===== src/inc/adcsq_pkg.sv =====
// Shared constants, types and decoding for the converter sequencer.
// Assumes a single 25 MHz system clock and a Wishbone classic register bus.
package adcsq_pkg;

    ////////////////////////////////////////////////////////////////////////
    // Register byte offsets
    localparam logic [7:0] ADR_CONV_CTRL = 8'h00;
    localparam logic [7:0] ADR_CLK_PWR_REF = 8'h04;
    localparam logic [7:0] ADR_PIN_SELECT = 8'h08;
    localparam logic [7:0] ADR_RESULT_HIGH = 8'h0C;
    localparam logic [7:0] ADR_RESULT_LOW = 8'h10;
    localparam logic [7:0] ADR_IRQ_STATUS = 8'h14;
    localparam logic [7:0] ADR_IRQ_MASK = 8'h18;

    ////////////////////////////////////////////////////////////////////////
    // Field positions
    localparam int CC_START_BIT = 7;
    localparam int CC_BUSY_BIT = 6;
    localparam int CPR_PD_BIT = 6;
    localparam int CPR_REF_BIT = 5;
    localparam int IRQ_EOC_BIT = 0;

    ////////////////////////////////////////////////////////////////////////
    // Reset values
    localparam logic START_RST = 1'b0;
    localparam logic BUSY_RST = 1'b1;
    localparam logic [2:0] CHAN_RST = 3'h0;
    localparam logic PD_RST = 1'b0;
    localparam logic REF_RST = 1'b0;
    localparam logic [2:0] DIV_RST = 3'h0;
    localparam logic [5:0] PINS_RST = 6'h00;
    localparam logic [11:0] RESULT_RST = 12'h000;
    localparam logic CPR_TOP_BIT_VAL = 1'b1;

    ////////////////////////////////////////////////////////////////////////
    // Divisor codes and timing
    localparam logic [2:0] DIV_CODE_1 = 3'h4;
    localparam logic [2:0] DIV_CODE_2 = 3'h0;
    localparam logic [2:0] DIV_CODE_4 = 3'h5;
    localparam logic [2:0] DIV_CODE_8 = 3'h1;
    localparam logic [2:0] DIV_CODE_16 = 3'h6;
    localparam logic [2:0] DIV_CODE_32 = 3'h2;
    localparam logic [3:0] CONV_LAST_TICK = 4'hF;
    localparam logic [9:0] CONV_PERIODS = 10'h010;

    typedef enum logic [1:0] {ST_IDLE, ST_HOLD, ST_CONV} adcsq_state_e;

    // Undefined codes fall back to the slowest rate so a conversion still ends
    function automatic logic [5:0] adcsq_div_ratio(input logic [2:0] code);
        case (code)
            DIV_CODE_1: adcsq_div_ratio = 6'h01;
            DIV_CODE_2: adcsq_div_ratio = 6'h02;
            DIV_CODE_4: adcsq_div_ratio = 6'h04;
            DIV_CODE_8: adcsq_div_ratio = 6'h08;
            DIV_CODE_16: adcsq_div_ratio = 6'h10;
            default: adcsq_div_ratio = 6'h20;
        endcase
    endfunction

endpackage


===== src/inc/adcsq_div_if.sv =====
// Link between the sequencer and its converter clock divider.
// Both ends run on the same system clock.
`timescale 1ns/1ps
interface adcsq_div_if;
    logic [2:0] code;
    logic restart;
    logic tick;
    modport seq (output code, output restart, input tick);
    modport div (input code, input restart, output tick);
endinterface


===== src/rtl/adcsq_clkdiv.sv =====
// Converter clock divider: one tick per converter clock period.
// Assumes the sequencer holds the code steady between restarts.
`timescale 1ns/1ps
module adcsq_clkdiv
    import adcsq_pkg::*;
(
    // Clock and reset
    input wire logic CLK,
    input wire logic SRST,
    // Sequencer side
    adcsq_div_if.div dif
);

    logic [5:0] cnt_reg;
    logic tick_reg;
    logic [5:0] limit;

    assign limit = adcsq_div_ratio(dif.code) - 6'h01;
    assign dif.tick = tick_reg;

    ////////////////////////////////////////////////////////////////////////
    // Restart aligns the first period to the launch
    always_ff @(posedge CLK) begin
        if (SRST || dif.restart) begin
            cnt_reg <= 6'h00;
            tick_reg <= 1'b0;
        end else if (cnt_reg >= limit) begin
            cnt_reg <= 6'h00;
            tick_reg <= 1'b1;
        end else begin
            cnt_reg <= cnt_reg + 6'h01;
            tick_reg <= 1'b0;
        end
    end

endmodule


===== src/rtl/adcsq_top.sv =====
// Converter sequencer and control registers behind a Wishbone classic slave.
// Assumes an external analog core that samples on the launch pulse.
//
// Overview of operation
// - Reference select 0 uses supply, 1 uses external reference pin or regulator.
// - Clock/power/reference register bits four and three read as zero.
// - Divisor code picks divide by 1, 2, 4, 8, 16 or 32.
// - Pin select register bits seven and six read as zero.
// - Each set pin bit makes its shared pin an analog input.
// - Start pulse low-high-low; conversion begins after the return low.
// - While start stays high, converter held in reset and busy forced high.
// - Busy clears by itself when a conversion finishes.
// - End of conversion sets request flag; enabled flag raises interrupt.
// - Power-down bit 1 switches converter off; conversions only when 0.
// - Reference select 1 gives the shared pin its reference function.
// - Channel code selects six analog pins or two op-amp outputs.
// - Result left-justified: high byte bits 11..4, low nibble reads zero.
// - A conversion lasts sixteen converter clock periods.
// - Analog pin overrides port direction and disconnects its pull-high.
`timescale 1ns/1ps
module adcsq_top
    import adcsq_pkg::*;
(
    // Clock and reset
    input wire logic CLK,
    input wire logic SRST,
    // Wishbone classic slave
    input wire logic WB_CYC_I,
    input wire logic WB_STB_I,
    input wire logic WB_WE_I,
    input wire logic [7:0] WB_ADR_I,
    input wire logic [3:0] WB_SEL_I,
    input wire logic [31:0] WB_DAT_I,
    output logic [31:0] WB_DAT_O,
    output logic WB_ACK_O,
    // Interrupt
    output logic IRQ_O,
    // Analog core
    input wire logic [11:0] RESULT_IN,
    output logic CONV_RESET,
    output logic CONV_LAUNCH,
    output logic CONV_TICK,
    output logic CONV_POWER_DOWN,
    output logic [2:0] INPUT_CHANNEL_SELECT,
    output logic REF_SOURCE_SELECT,
    // Pin sharing
    output logic VREF_PIN_TAKEN,
    output logic [5:0] ANALOG_PIN_ENABLES,
    output logic [5:0] PULLUP_DISCONNECT
);

    adcsq_div_if dif ();

    adcsq_clkdiv u_div (
        .CLK(CLK),
        .SRST(SRST),
        .dif(dif)
    );

    logic start_reg;
    logic start_dly_reg;
    logic busy_reg;
    logic [2:0] chan_reg;
    logic pd_reg;
    logic ref_reg;
    logic [2:0] div_reg;
    logic [2:0] conv_div_reg;
    logic [5:0] pins_reg;
    logic [11:0] result_reg;
    logic eoc_stat_reg;
    logic eoc_mask_reg;
    logic irq_reg;
    logic ack_reg;
    logic [31:0] rdata_reg;
    logic launch_reg;
    logic [3:0] tick_cnt_reg;
    adcsq_state_e state_reg;
    adcsq_state_e state_next;
    logic start_rise;
    logic start_fall;
    logic launch;
    logic done;
    logic req;
    logic wr;

    ////////////////////////////////////////////////////////////////////////
    // Bus decode
    assign req = WB_CYC_I && WB_STB_I;
    // Writes take effect at the edge where ack is seen
    assign wr = req && WB_WE_I && ack_reg && WB_SEL_I[0];

    always_ff @(posedge CLK) begin
        if (SRST) begin
            ack_reg <= 1'b0;
        end else begin
            ack_reg <= req && !ack_reg;
        end
    end

    always_ff @(posedge CLK) begin
        if (SRST) begin
            rdata_reg <= 32'h00000000;
        end else if (req && !ack_reg) begin
            case (WB_ADR_I)
                ADR_CONV_CTRL: rdata_reg <= {24'h000000, start_reg, busy_reg, 3'h0, chan_reg};
                ADR_CLK_PWR_REF: rdata_reg <= {24'h000000, CPR_TOP_BIT_VAL, pd_reg, ref_reg,
                                               2'h0, div_reg};
                ADR_PIN_SELECT: rdata_reg <= {24'h000000, 2'h0, pins_reg};
                ADR_RESULT_HIGH: rdata_reg <= {24'h000000, result_reg[11:4]};
                ADR_RESULT_LOW: rdata_reg <= {24'h000000, result_reg[3:0], 4'h0};
                ADR_IRQ_STATUS: rdata_reg <= {31'h00000000, eoc_stat_reg};
                ADR_IRQ_MASK: rdata_reg <= {31'h00000000, eoc_mask_reg};
                default: rdata_reg <= 32'h00000000;
            endcase
        end
    end

    ////////////////////////////////////////////////////////////////////////
    // Control registers
    always_ff @(posedge CLK) begin
        if (SRST) begin
            start_reg <= START_RST;
            chan_reg <= CHAN_RST;
        end else if (wr && WB_ADR_I == ADR_CONV_CTRL) begin
            start_reg <= WB_DAT_I[CC_START_BIT];
            chan_reg <= WB_DAT_I[2:0];
        end
    end

    always_ff @(posedge CLK) begin
        if (SRST) begin
            pd_reg <= PD_RST;
            ref_reg <= REF_RST;
            div_reg <= DIV_RST;
        end else if (wr && WB_ADR_I == ADR_CLK_PWR_REF) begin
            pd_reg <= WB_DAT_I[CPR_PD_BIT];
            ref_reg <= WB_DAT_I[CPR_REF_BIT];
            div_reg <= WB_DAT_I[2:0];
        end
    end

    always_ff @(posedge CLK) begin
        if (SRST) begin
            pins_reg <= PINS_RST;
        end else if (wr && WB_ADR_I == ADR_PIN_SELECT) begin
            pins_reg <= WB_DAT_I[5:0];
        end
    end

    always_ff @(posedge CLK) begin
        if (SRST) begin
            eoc_mask_reg <= 1'b0;
        end else if (wr && WB_ADR_I == ADR_IRQ_MASK) begin
            eoc_mask_reg <= WB_DAT_I[IRQ_EOC_BIT];
        end
    end

    ////////////////////////////////////////////////////////////////////////
    // Start edge detection; the start bit is already in this clock domain
    assign start_rise = start_reg && !start_dly_reg;
    assign start_fall = !start_reg && start_dly_reg;
    // A pulse while powered down is dropped, the converter cannot run
    assign launch = start_fall && !pd_reg;
    assign done = state_reg == ST_CONV && dif.tick && tick_cnt_reg == CONV_LAST_TICK;

    always_ff @(posedge CLK) begin
        if (SRST) begin
            start_dly_reg <= START_RST;
        end else begin
            start_dly_reg <= start_reg;
        end
    end

    ////////////////////////////////////////////////////////////////////////
    // Sequencer
    always_comb begin
        state_next = state_reg;
        case (state_reg)
            ST_IDLE: begin
                if (start_reg) begin
                    state_next = ST_HOLD;
                end
            end
            ST_HOLD: begin
                if (launch) begin
                    state_next = ST_CONV;
                end else if (start_fall) begin
                    state_next = ST_IDLE;
                end
            end
            ST_CONV: begin
                if (start_reg) begin
                    state_next = ST_HOLD;
                end else if (pd_reg || done) begin
                    state_next = ST_IDLE;
                end
            end
            default: state_next = ST_IDLE;
        endcase
    end

    always_ff @(posedge CLK) begin
        if (SRST) begin
            state_reg <= ST_IDLE;
        end else begin
            state_reg <= state_next;
        end
    end

    // Divisor latched at launch so a mid-conversion write cannot skew timing
    always_ff @(posedge CLK) begin
        if (SRST) begin
            conv_div_reg <= DIV_RST;
        end else if (launch) begin
            conv_div_reg <= div_reg;
        end
    end

    assign dif.code = conv_div_reg;
    assign dif.restart = launch;

    always_ff @(posedge CLK) begin
        if (SRST || state_reg != ST_CONV) begin
            tick_cnt_reg <= 4'h0;
        end else if (dif.tick) begin
            tick_cnt_reg <= tick_cnt_reg + 4'h1;
        end
    end

    always_ff @(posedge CLK) begin
        if (SRST) begin
            launch_reg <= 1'b0;
        end else begin
            launch_reg <= launch;
        end
    end

    ////////////////////////////////////////////////////////////////////////
    // Busy flag and result
    always_ff @(posedge CLK) begin
        if (SRST) begin
            busy_reg <= BUSY_RST;
        end else if (start_reg) begin
            busy_reg <= 1'b1;
        end else if (done) begin
            busy_reg <= 1'b0;
        end
    end

    always_ff @(posedge CLK) begin
        if (SRST) begin
            result_reg <= RESULT_RST;
        end else if (done) begin
            result_reg <= RESULT_IN;
        end
    end

    ////////////////////////////////////////////////////////////////////////
    // Interrupt: a completion in the clearing cycle keeps the flag set
    always_ff @(posedge CLK) begin
        if (SRST) begin
            eoc_stat_reg <= 1'b0;
        end else if (done) begin
            eoc_stat_reg <= 1'b1;
        end else if (wr && WB_ADR_I == ADR_IRQ_STATUS && WB_DAT_I[IRQ_EOC_BIT]) begin
            eoc_stat_reg <= 1'b0;
        end
    end

    always_ff @(posedge CLK) begin
        if (SRST) begin
            irq_reg <= 1'b0;
        end else begin
            irq_reg <= eoc_stat_reg && eoc_mask_reg;
        end
    end

    ////////////////////////////////////////////////////////////////////////
    // Outputs
    assign WB_ACK_O = ack_reg;
    assign WB_DAT_O = rdata_reg;
    assign IRQ_O = irq_reg;
    assign CONV_RESET = start_reg;
    assign CONV_LAUNCH = launch_reg;
    assign CONV_TICK = dif.tick;
    assign CONV_POWER_DOWN = pd_reg;
    assign INPUT_CHANNEL_SELECT = chan_reg;
    assign REF_SOURCE_SELECT = ref_reg;
    assign VREF_PIN_TAKEN = ref_reg;
    // Direction override and pull-high removal follow the same enable
    assign ANALOG_PIN_ENABLES = pins_reg;
    assign PULLUP_DISCONNECT = pins_reg;

    logic [9:0] conv_cyc_reg;
    always_ff @(posedge CLK) begin
        if (SRST || state_reg != ST_CONV) begin
            conv_cyc_reg <= 10'h000;
        end else begin
            conv_cyc_reg <= conv_cyc_reg + 10'h001;
        end
    end
endmodule


===== config.mk =====
export PLATFORM = sky130hd
export DESIGN_NAME = adcsq_top
export DESIGN_NICKNAME = d
export VERILOG_FILES = /design/src/inc/adcsq_pkg.sv /design/src/inc/adcsq_div_if.sv /design/src/rtl/adcsq_clkdiv.sv /design/src/rtl/adcsq_top.sv
export SDC_FILE = /design/constraint.sdc
export NUM_CORES = 1
export LEC_CHECK = 0
export BUFFER_PORTS_ARGS = -buffer_cell sky130_fd_sc_hd__buf_2
export CAP_MARGIN = 25
export CELL_PAD_IN_SITES_DETAIL_PLACEMENT = 0
export CELL_PAD_IN_SITES_GLOBAL_PLACEMENT = 1
export CORE_ASPECT_RATIO = 1.25
export CORE_UTILIZATION = 30
export DETAILED_ROUTE_END_ITERATION = 8
export GPL_TIMING_DRIVEN = 0
export PLACE_DENSITY_LB_ADDON = 0.1
export SLEW_MARGIN = 15
export SYNTH_ARGS = -nofsm -noshare
export SYNTH_HDL_FRONTEND = slang
export SYNTH_SLANG_ARGS = --single-unit
export TNS_END_PERCENT = 50

===== constraint.sdc =====
create_clock -name CLK -period 6.2 [get_ports CLK]
set_input_delay 0 -clock CLK [delete_from_list [all_inputs] [get_ports CLK]]
set_output_delay 0 -clock CLK [all_outputs]
set_load 0.005 [all_outputs]

After elaboration in Yosys (flattened, before gate mapping). Index checks and enable logic that the tools add are counted.

Mux-type cells: 11. $add $sub $neg: 3. Order comparisons: 1. Reductions and logical operators: 29. Equality and inequality tests: 17.

Operators by type and width (count): case mux 8 bit (7 select lines) (1); case mux 6 bit (5 select lines) (1); == test 8 x 5 -> 1 bit (second input constant) (3); == test 8 x 4 -> 1 bit (second input constant) (2); logical AND 1 bit (16); 2-to-1 mux 2 bit (5); == test 3 bit (second input constant) (3); == test 8 x 3 -> 1 bit (second input constant) (1); zero test 8 bit (1); adder 6 x 1 -> 6 bit (second input constant) (1); greater-or-equal comparator 6 bit (1); != test 3 x 2 -> 1 bit (second input constant) (2); case mux 2 bit (3 select lines) (1); subtractor 6 x 1 -> 6 bit (second input constant) (1); adder 4 x 1 -> 4 bit (second input constant) (1); == test 4 bit (second input constant) (1); != test 2 bit (second input constant) (2); OR reduction 2 bit (2); == test 3 x 1 -> 1 bit (second input constant) (1); zero test 1 bit (3); zero test 3 bit (1); logical OR 1 bit (3); 2-to-1 mux 1 bit (3); AND reduction 3 bit (1); other kinds (4) (4).

Output and inout bits: 55. Logic and storage cells: 81. Register bits after elaboration: 82. Input port bits: 61.

Depth between registers and ports, before layout.
Word-level depth: 8. Depth in mapped cells: 12. Mapped depth without buffers: 12.

Hierarchy. From an unflattened synthesis, not the netlist that was laid out.

Cells, all modules: 316. Area, all modules: 2866.5 um^2.

By module, submodules not included: adcsq_top (cells an instance 268, seq. area each 1021.0 um^2, instances 1, area an instance 2448.6 um^2); adcsq_clkdiv (cells an instance 48, seq. area each 140.1 um^2, instances 1, area an instance 417.9 um^2).

Least setup slack after synthesis. No wires, ideal clock.

Kind: flip-flop to flip-flop. Start: reg conv_div_reg[0]. End: reg u_div.cnt_reg[2]. Slack: 3.864 ns. Path buffers: 0. Data arrival time: 2.271 ns. Setup time: 0.065 ns. Cell stages (with the launch flop): 12. Period minus slack after synthesis: 2.336 ns. Data required time: 6.135 ns. Cell sequence: dfxtp_1 > or3_1 > ha_1 > nor2_1 > nand2_1 > nand2_1 > a21oi_1 > ha_1 > a21o_1 > a21o_1 > a2111o_1 > nor2_1.

Longest elaborated chain between the ends: 5. Elaborated cells on any way between the ends: 9. Those cells by class: add/sub (1); order compare (1); eq/ne (4); mux (1); reduce/logical (2).

Ends and longest elaborated chain: from (decl) (RTL line adcsq_top.sv:67) `logic [2:0] conv_div_reg;`; from (signal assigned) (RTL line adcsq_top.sv:215) `conv_div_reg <= div_reg;`; == test 3 bit (tied with other cells) (RTL line adcsq_pkg.sv:50) `case (code)`; case mux 6 bit (5 select lines) (*) (RTL line adcsq_pkg.sv:50); subtractor 6 x 1 -> 6 bit (*) (RTL line adcsq_clkdiv.sv:18) `assign limit = adcsq_div_ratio(dif.code) - 6'h01;`; greater-or-equal comparator 6 bit (*) (RTL line adcsq_clkdiv.sv:27) `end else if (cnt_reg >= limit) begin`; OR reduction 2 bit (no line) (*); to (signal assigned) (RTL line adcsq_clkdiv.sv:31) `cnt_reg <= cnt_reg + 6'h01;`; to (decl) (RTL line adcsq_clkdiv.sv:14) `logic [5:0] cnt_reg;`.

Every way passes the cells marked *; elsewhere a longest branch is shown, timed or not. A chain may end at the register's enable or synchronous reset.

Worst setup path in the final report.
Start: reg conv_div_reg[0]. End: reg u_div.cnt_reg[4].

The elaborated chain is that of the path after synthesis.

==> impl_metrics.toml <==
[clock_network]
post_cts_buffers = 0
cts.htree.levels = 3
numCtsBuffers = 9
cts_resized = 0
cts_buffer_depth = 2
clockRootBuffer = "clkbuf_16"
clkLatencyLatePin_ns = 0.32
path_clk_slew_ns = 0.05
tritoncts = "done"
clock_sinks = 58

[synthesis]
synthArstFlopShare_pct = 0
postSynthAreaPerCell_um2 = 8.80
synth_edf_count = 0
ys.flop_type = "dfxtp_1"
yosysTopAreaCell = "dfxtp_1"
yosysSeqAreaShare_pct = 40.2
synth.distinct_cells = 49
synth_top_area_share_pct = 40.2
ys_ff_latch = 58
yosysWarnings = 0
synth.cell_area_um2 = 2890
postSynthCellCount = 328
ys_top_cells_by_area = "dfxtp_1, buf_4, mux2i_1"

[sta]
period_share_pct = 41.0
worst_pin_slew_ns = 0.612
slew_viol_final = 0
worst_clock_skew_ns = 0.00445
rsz0062_at_grt = "false"
slew_headroom_pct = 59.0
period_needed_ns = 2.54
setup-tns-final_ns = 0
fmax_ghz = 0.394
hold_viol = 0
final-setup-viol-count = 0

[finish]
fin_nets = 514
diodes = 0
largest_reg_flops = 12
fill_cells = 962
fin_util_pct = 43.2
area_delta_synth_final_pct = 37.8
drive_gt1_share_pct = 27.2

[floorplanning]
io_pins = 116
die_w_um = 89.8
rows = 39
start_util_pct = 31.3
die_area_um2 = 10000
core_um2 = 9220
die_h_um = 112

[drt]
wirelength_um = 7760
drc = 0
num_vias = 2605
drt_iter0_drc = 109
dr.pass1.iters = 4
wl_per_cell_um = 13.6
final_antenna_net_count = 0
drt-vias-per-instance = 4.55

[hold_path]
holdPathStages = 3
hold_path.class = "input pin to flop"
hold_end = "WB_ACK_O$_SDFF_PP0_"
worstHoldStart = "WB_STB_I"

[pwr]
ir_drop_mv = 0.194
powerDensity_nw_per_um2 = 259
p_leak_nw = 1.77

[grt]
grt_max_degree = 12
grtUsageTotal_pct = 16.2
grt_pass1_wl_um = 12600
grt.overflow.total = 0
antenna_found_initial = 0
grt_pass1_vias = 2516

[placement]
numPortBuffers = 62
routabilityCongestion = 0.749
place_hpwl_um = 5770

[worst_setup_path]
cpPeakStageDelay_ns = 0.45
worst_setup_path_start_kind = "flop"
rrSetupSlack_ns = 3.66
critPathRequiredTime_ns = 6.46
crit_slowest_cell = "a2111o_1"
cp-startpoint = "conv_div_reg[0]$_SDFFE_PP0P_"
cp_top_family = "compound AO/OA/AOI/OAI gates"
r2r_cells = 11
crit_buf_inv = 0
path_cells = "or3_1 > ha_1 > nor2_1 > nand2_1 > nand2_1 > a21oi_1 > ha_1 > a21o_1 > a21o_1 > a2111o_1 > nor2_1"
worst_setup_path_end_kind = "flop"
r2r_start = "conv_div_reg[0]$_SDFFE_PP0P_"
arrival_ns = 2.80
worst-setup-path-type = "flop to flop"
crit_path_max_fanout = 7
r2r_end = "u_div.cnt_reg[4]$_SDFF_PP0_"

[run_status]
status = "finished, final reports clean"

[run]
drv_cap = 0
## cell families (layout without fill, tap and decap cells)
group                    Yosys count  in the layout  synth area share (%)
AND/OR/NAND/NOR                  116            116                  20.8
AO/OA/AOI/OAI                     64             64                  13.6
flip-flops                        58             58                  40.2
buffers and inverters             53            151                  11.7
multiplexers                      18             18                  7.15
adder cells (fa/ha/maj)            9              9                  3.90
XOR/XNOR                           8              8                  2.43
other                              2             25                 0.260
## synthesized netlist by cell type, drive strengths merged, types with 2 or more instances
library cell,count
xor2,4
a22o,5
a22oi,2
nor2,29
a21oi,29
nor3b,3
o21ai,14
dfxtp,58
nand3,9
a21o,2
inv,6
a211oi,2
ha,9
and2,4
or2,2
nand4b,2
buf,36
nand2b,5
xnor2,4
clkbuf,11
a32o,2
and3,3
conb,2
nor2b,9
nand2,27
mux2i,15
mux4,2
nor3,2
nand4,14
or3,3
## stage by stage
stage	instance area (um^2)	hold slack (ns)	instances	power (mW)	setup WS, ns
floorplan	2970	0.136	351	0.438	3.86
global placement	3440	0.246	536	0.464	3.68
detailed placement	3440	0.250	536	0.465	3.66
CTS	3980	0.0575	572	1.04	3.64
global route	3980	0.0984	572	1.07	3.45
finish	3980	0.0635	572	1.03	3.66
## power by group
part	switching [mW]	leakage [nW]	total [mW]	internal, mW
Sequential	0.00528	0.468	0.383	0.378
Combinational	0.0414	1.14	0.0839	0.0425
Clock	0.174	0.166	0.566	0.392
## cells in the final DEF, fill, tap and decap left out, types with 2 or more instances in the layout
master          n
and2_1          4
clkbuf_1       10
and3_1          3
mux2i_1        15
a21oi_1        29
nand3_1         9
or2_2           2
a32o_1          2
ha_1            9
nor3b_1         2
a211oi_1        2
dfxtp_1        58
nand2b_1        5
nor2_1         29
buf_2          65
nand4b_1        2
nand4_1        14
clkinv_2        2
bufinv_16       3
xor2_1          4
inv_1           6
dlygate4sd3_1  20
o21ai_0        14
conb_1         25
buf_4          31
or3_1           2
xnor2_1         4
a22oi_1         2
nor2b_1         9
a21o_1          2
nand2_1        27
mux4_2          2
a22o_1          5
nor3_1          2
clkbuf_16       9
## cell type report
cell class	count	area (um^2)	share of cell area, %
Tap cell	123	154	3.87
Sequential cell	58	1160	29.2
Inverter	6	22.5	0.566
Clock inverter	7	116	2.92
Buffer	47	314	7.89
Multi-Input combinational cell	240	1480	37.1
Timing Repair Buffer	82	510	12.8
Clock buffer	9	225	5.66
## repair_timing
| item | in CTS | in global routing |
|---|---|---|
| setup endpoints to repair | 0 | 0 |
| hold buffers | 20 | 0 |
| hold endpoints to repair | 25 | 0 |
## worst reg2reg max path: cells and delay by family, from the launching register on
family,cells,cell delay (ns)
adder cells (fa/ha/maj),2,0.51
AO/OA/AOI/OAI,4,0.88
AND/OR/NAND/NOR,5,0.73
flip-flops,1,0.37
## worst max-delay path by stage
stage,end,slack (ns),cells past startpoint
after global routing,u_div.cnt_reg[3]$_SDFF_PP0_,3.45,11
after global placement,u_div.cnt_reg[5]$_SDFF_PP0_,3.68,11
after CTS,u_div.cnt_reg[5]$_SDFF_PP0_,3.64,11
after floorplan,u_div.cnt_reg[2]$_SDFF_PP0_,3.86,11
after detailed placement,u_div.cnt_reg[5]$_SDFF_PP0_,3.66,11
final,u_div.cnt_reg[4]$_SDFF_PP0_,3.66,11
## per-layer routing
metal	share of wire (%)	global-route usage [%]	up-vias
li1	-	-	1340
met1	46	20.1	1194
met2	49	27.7	62
met3	3.3	2.25	9
met4	1.7	7.21	0
met5	0	0	-
(Power assumes the default switching activity.)
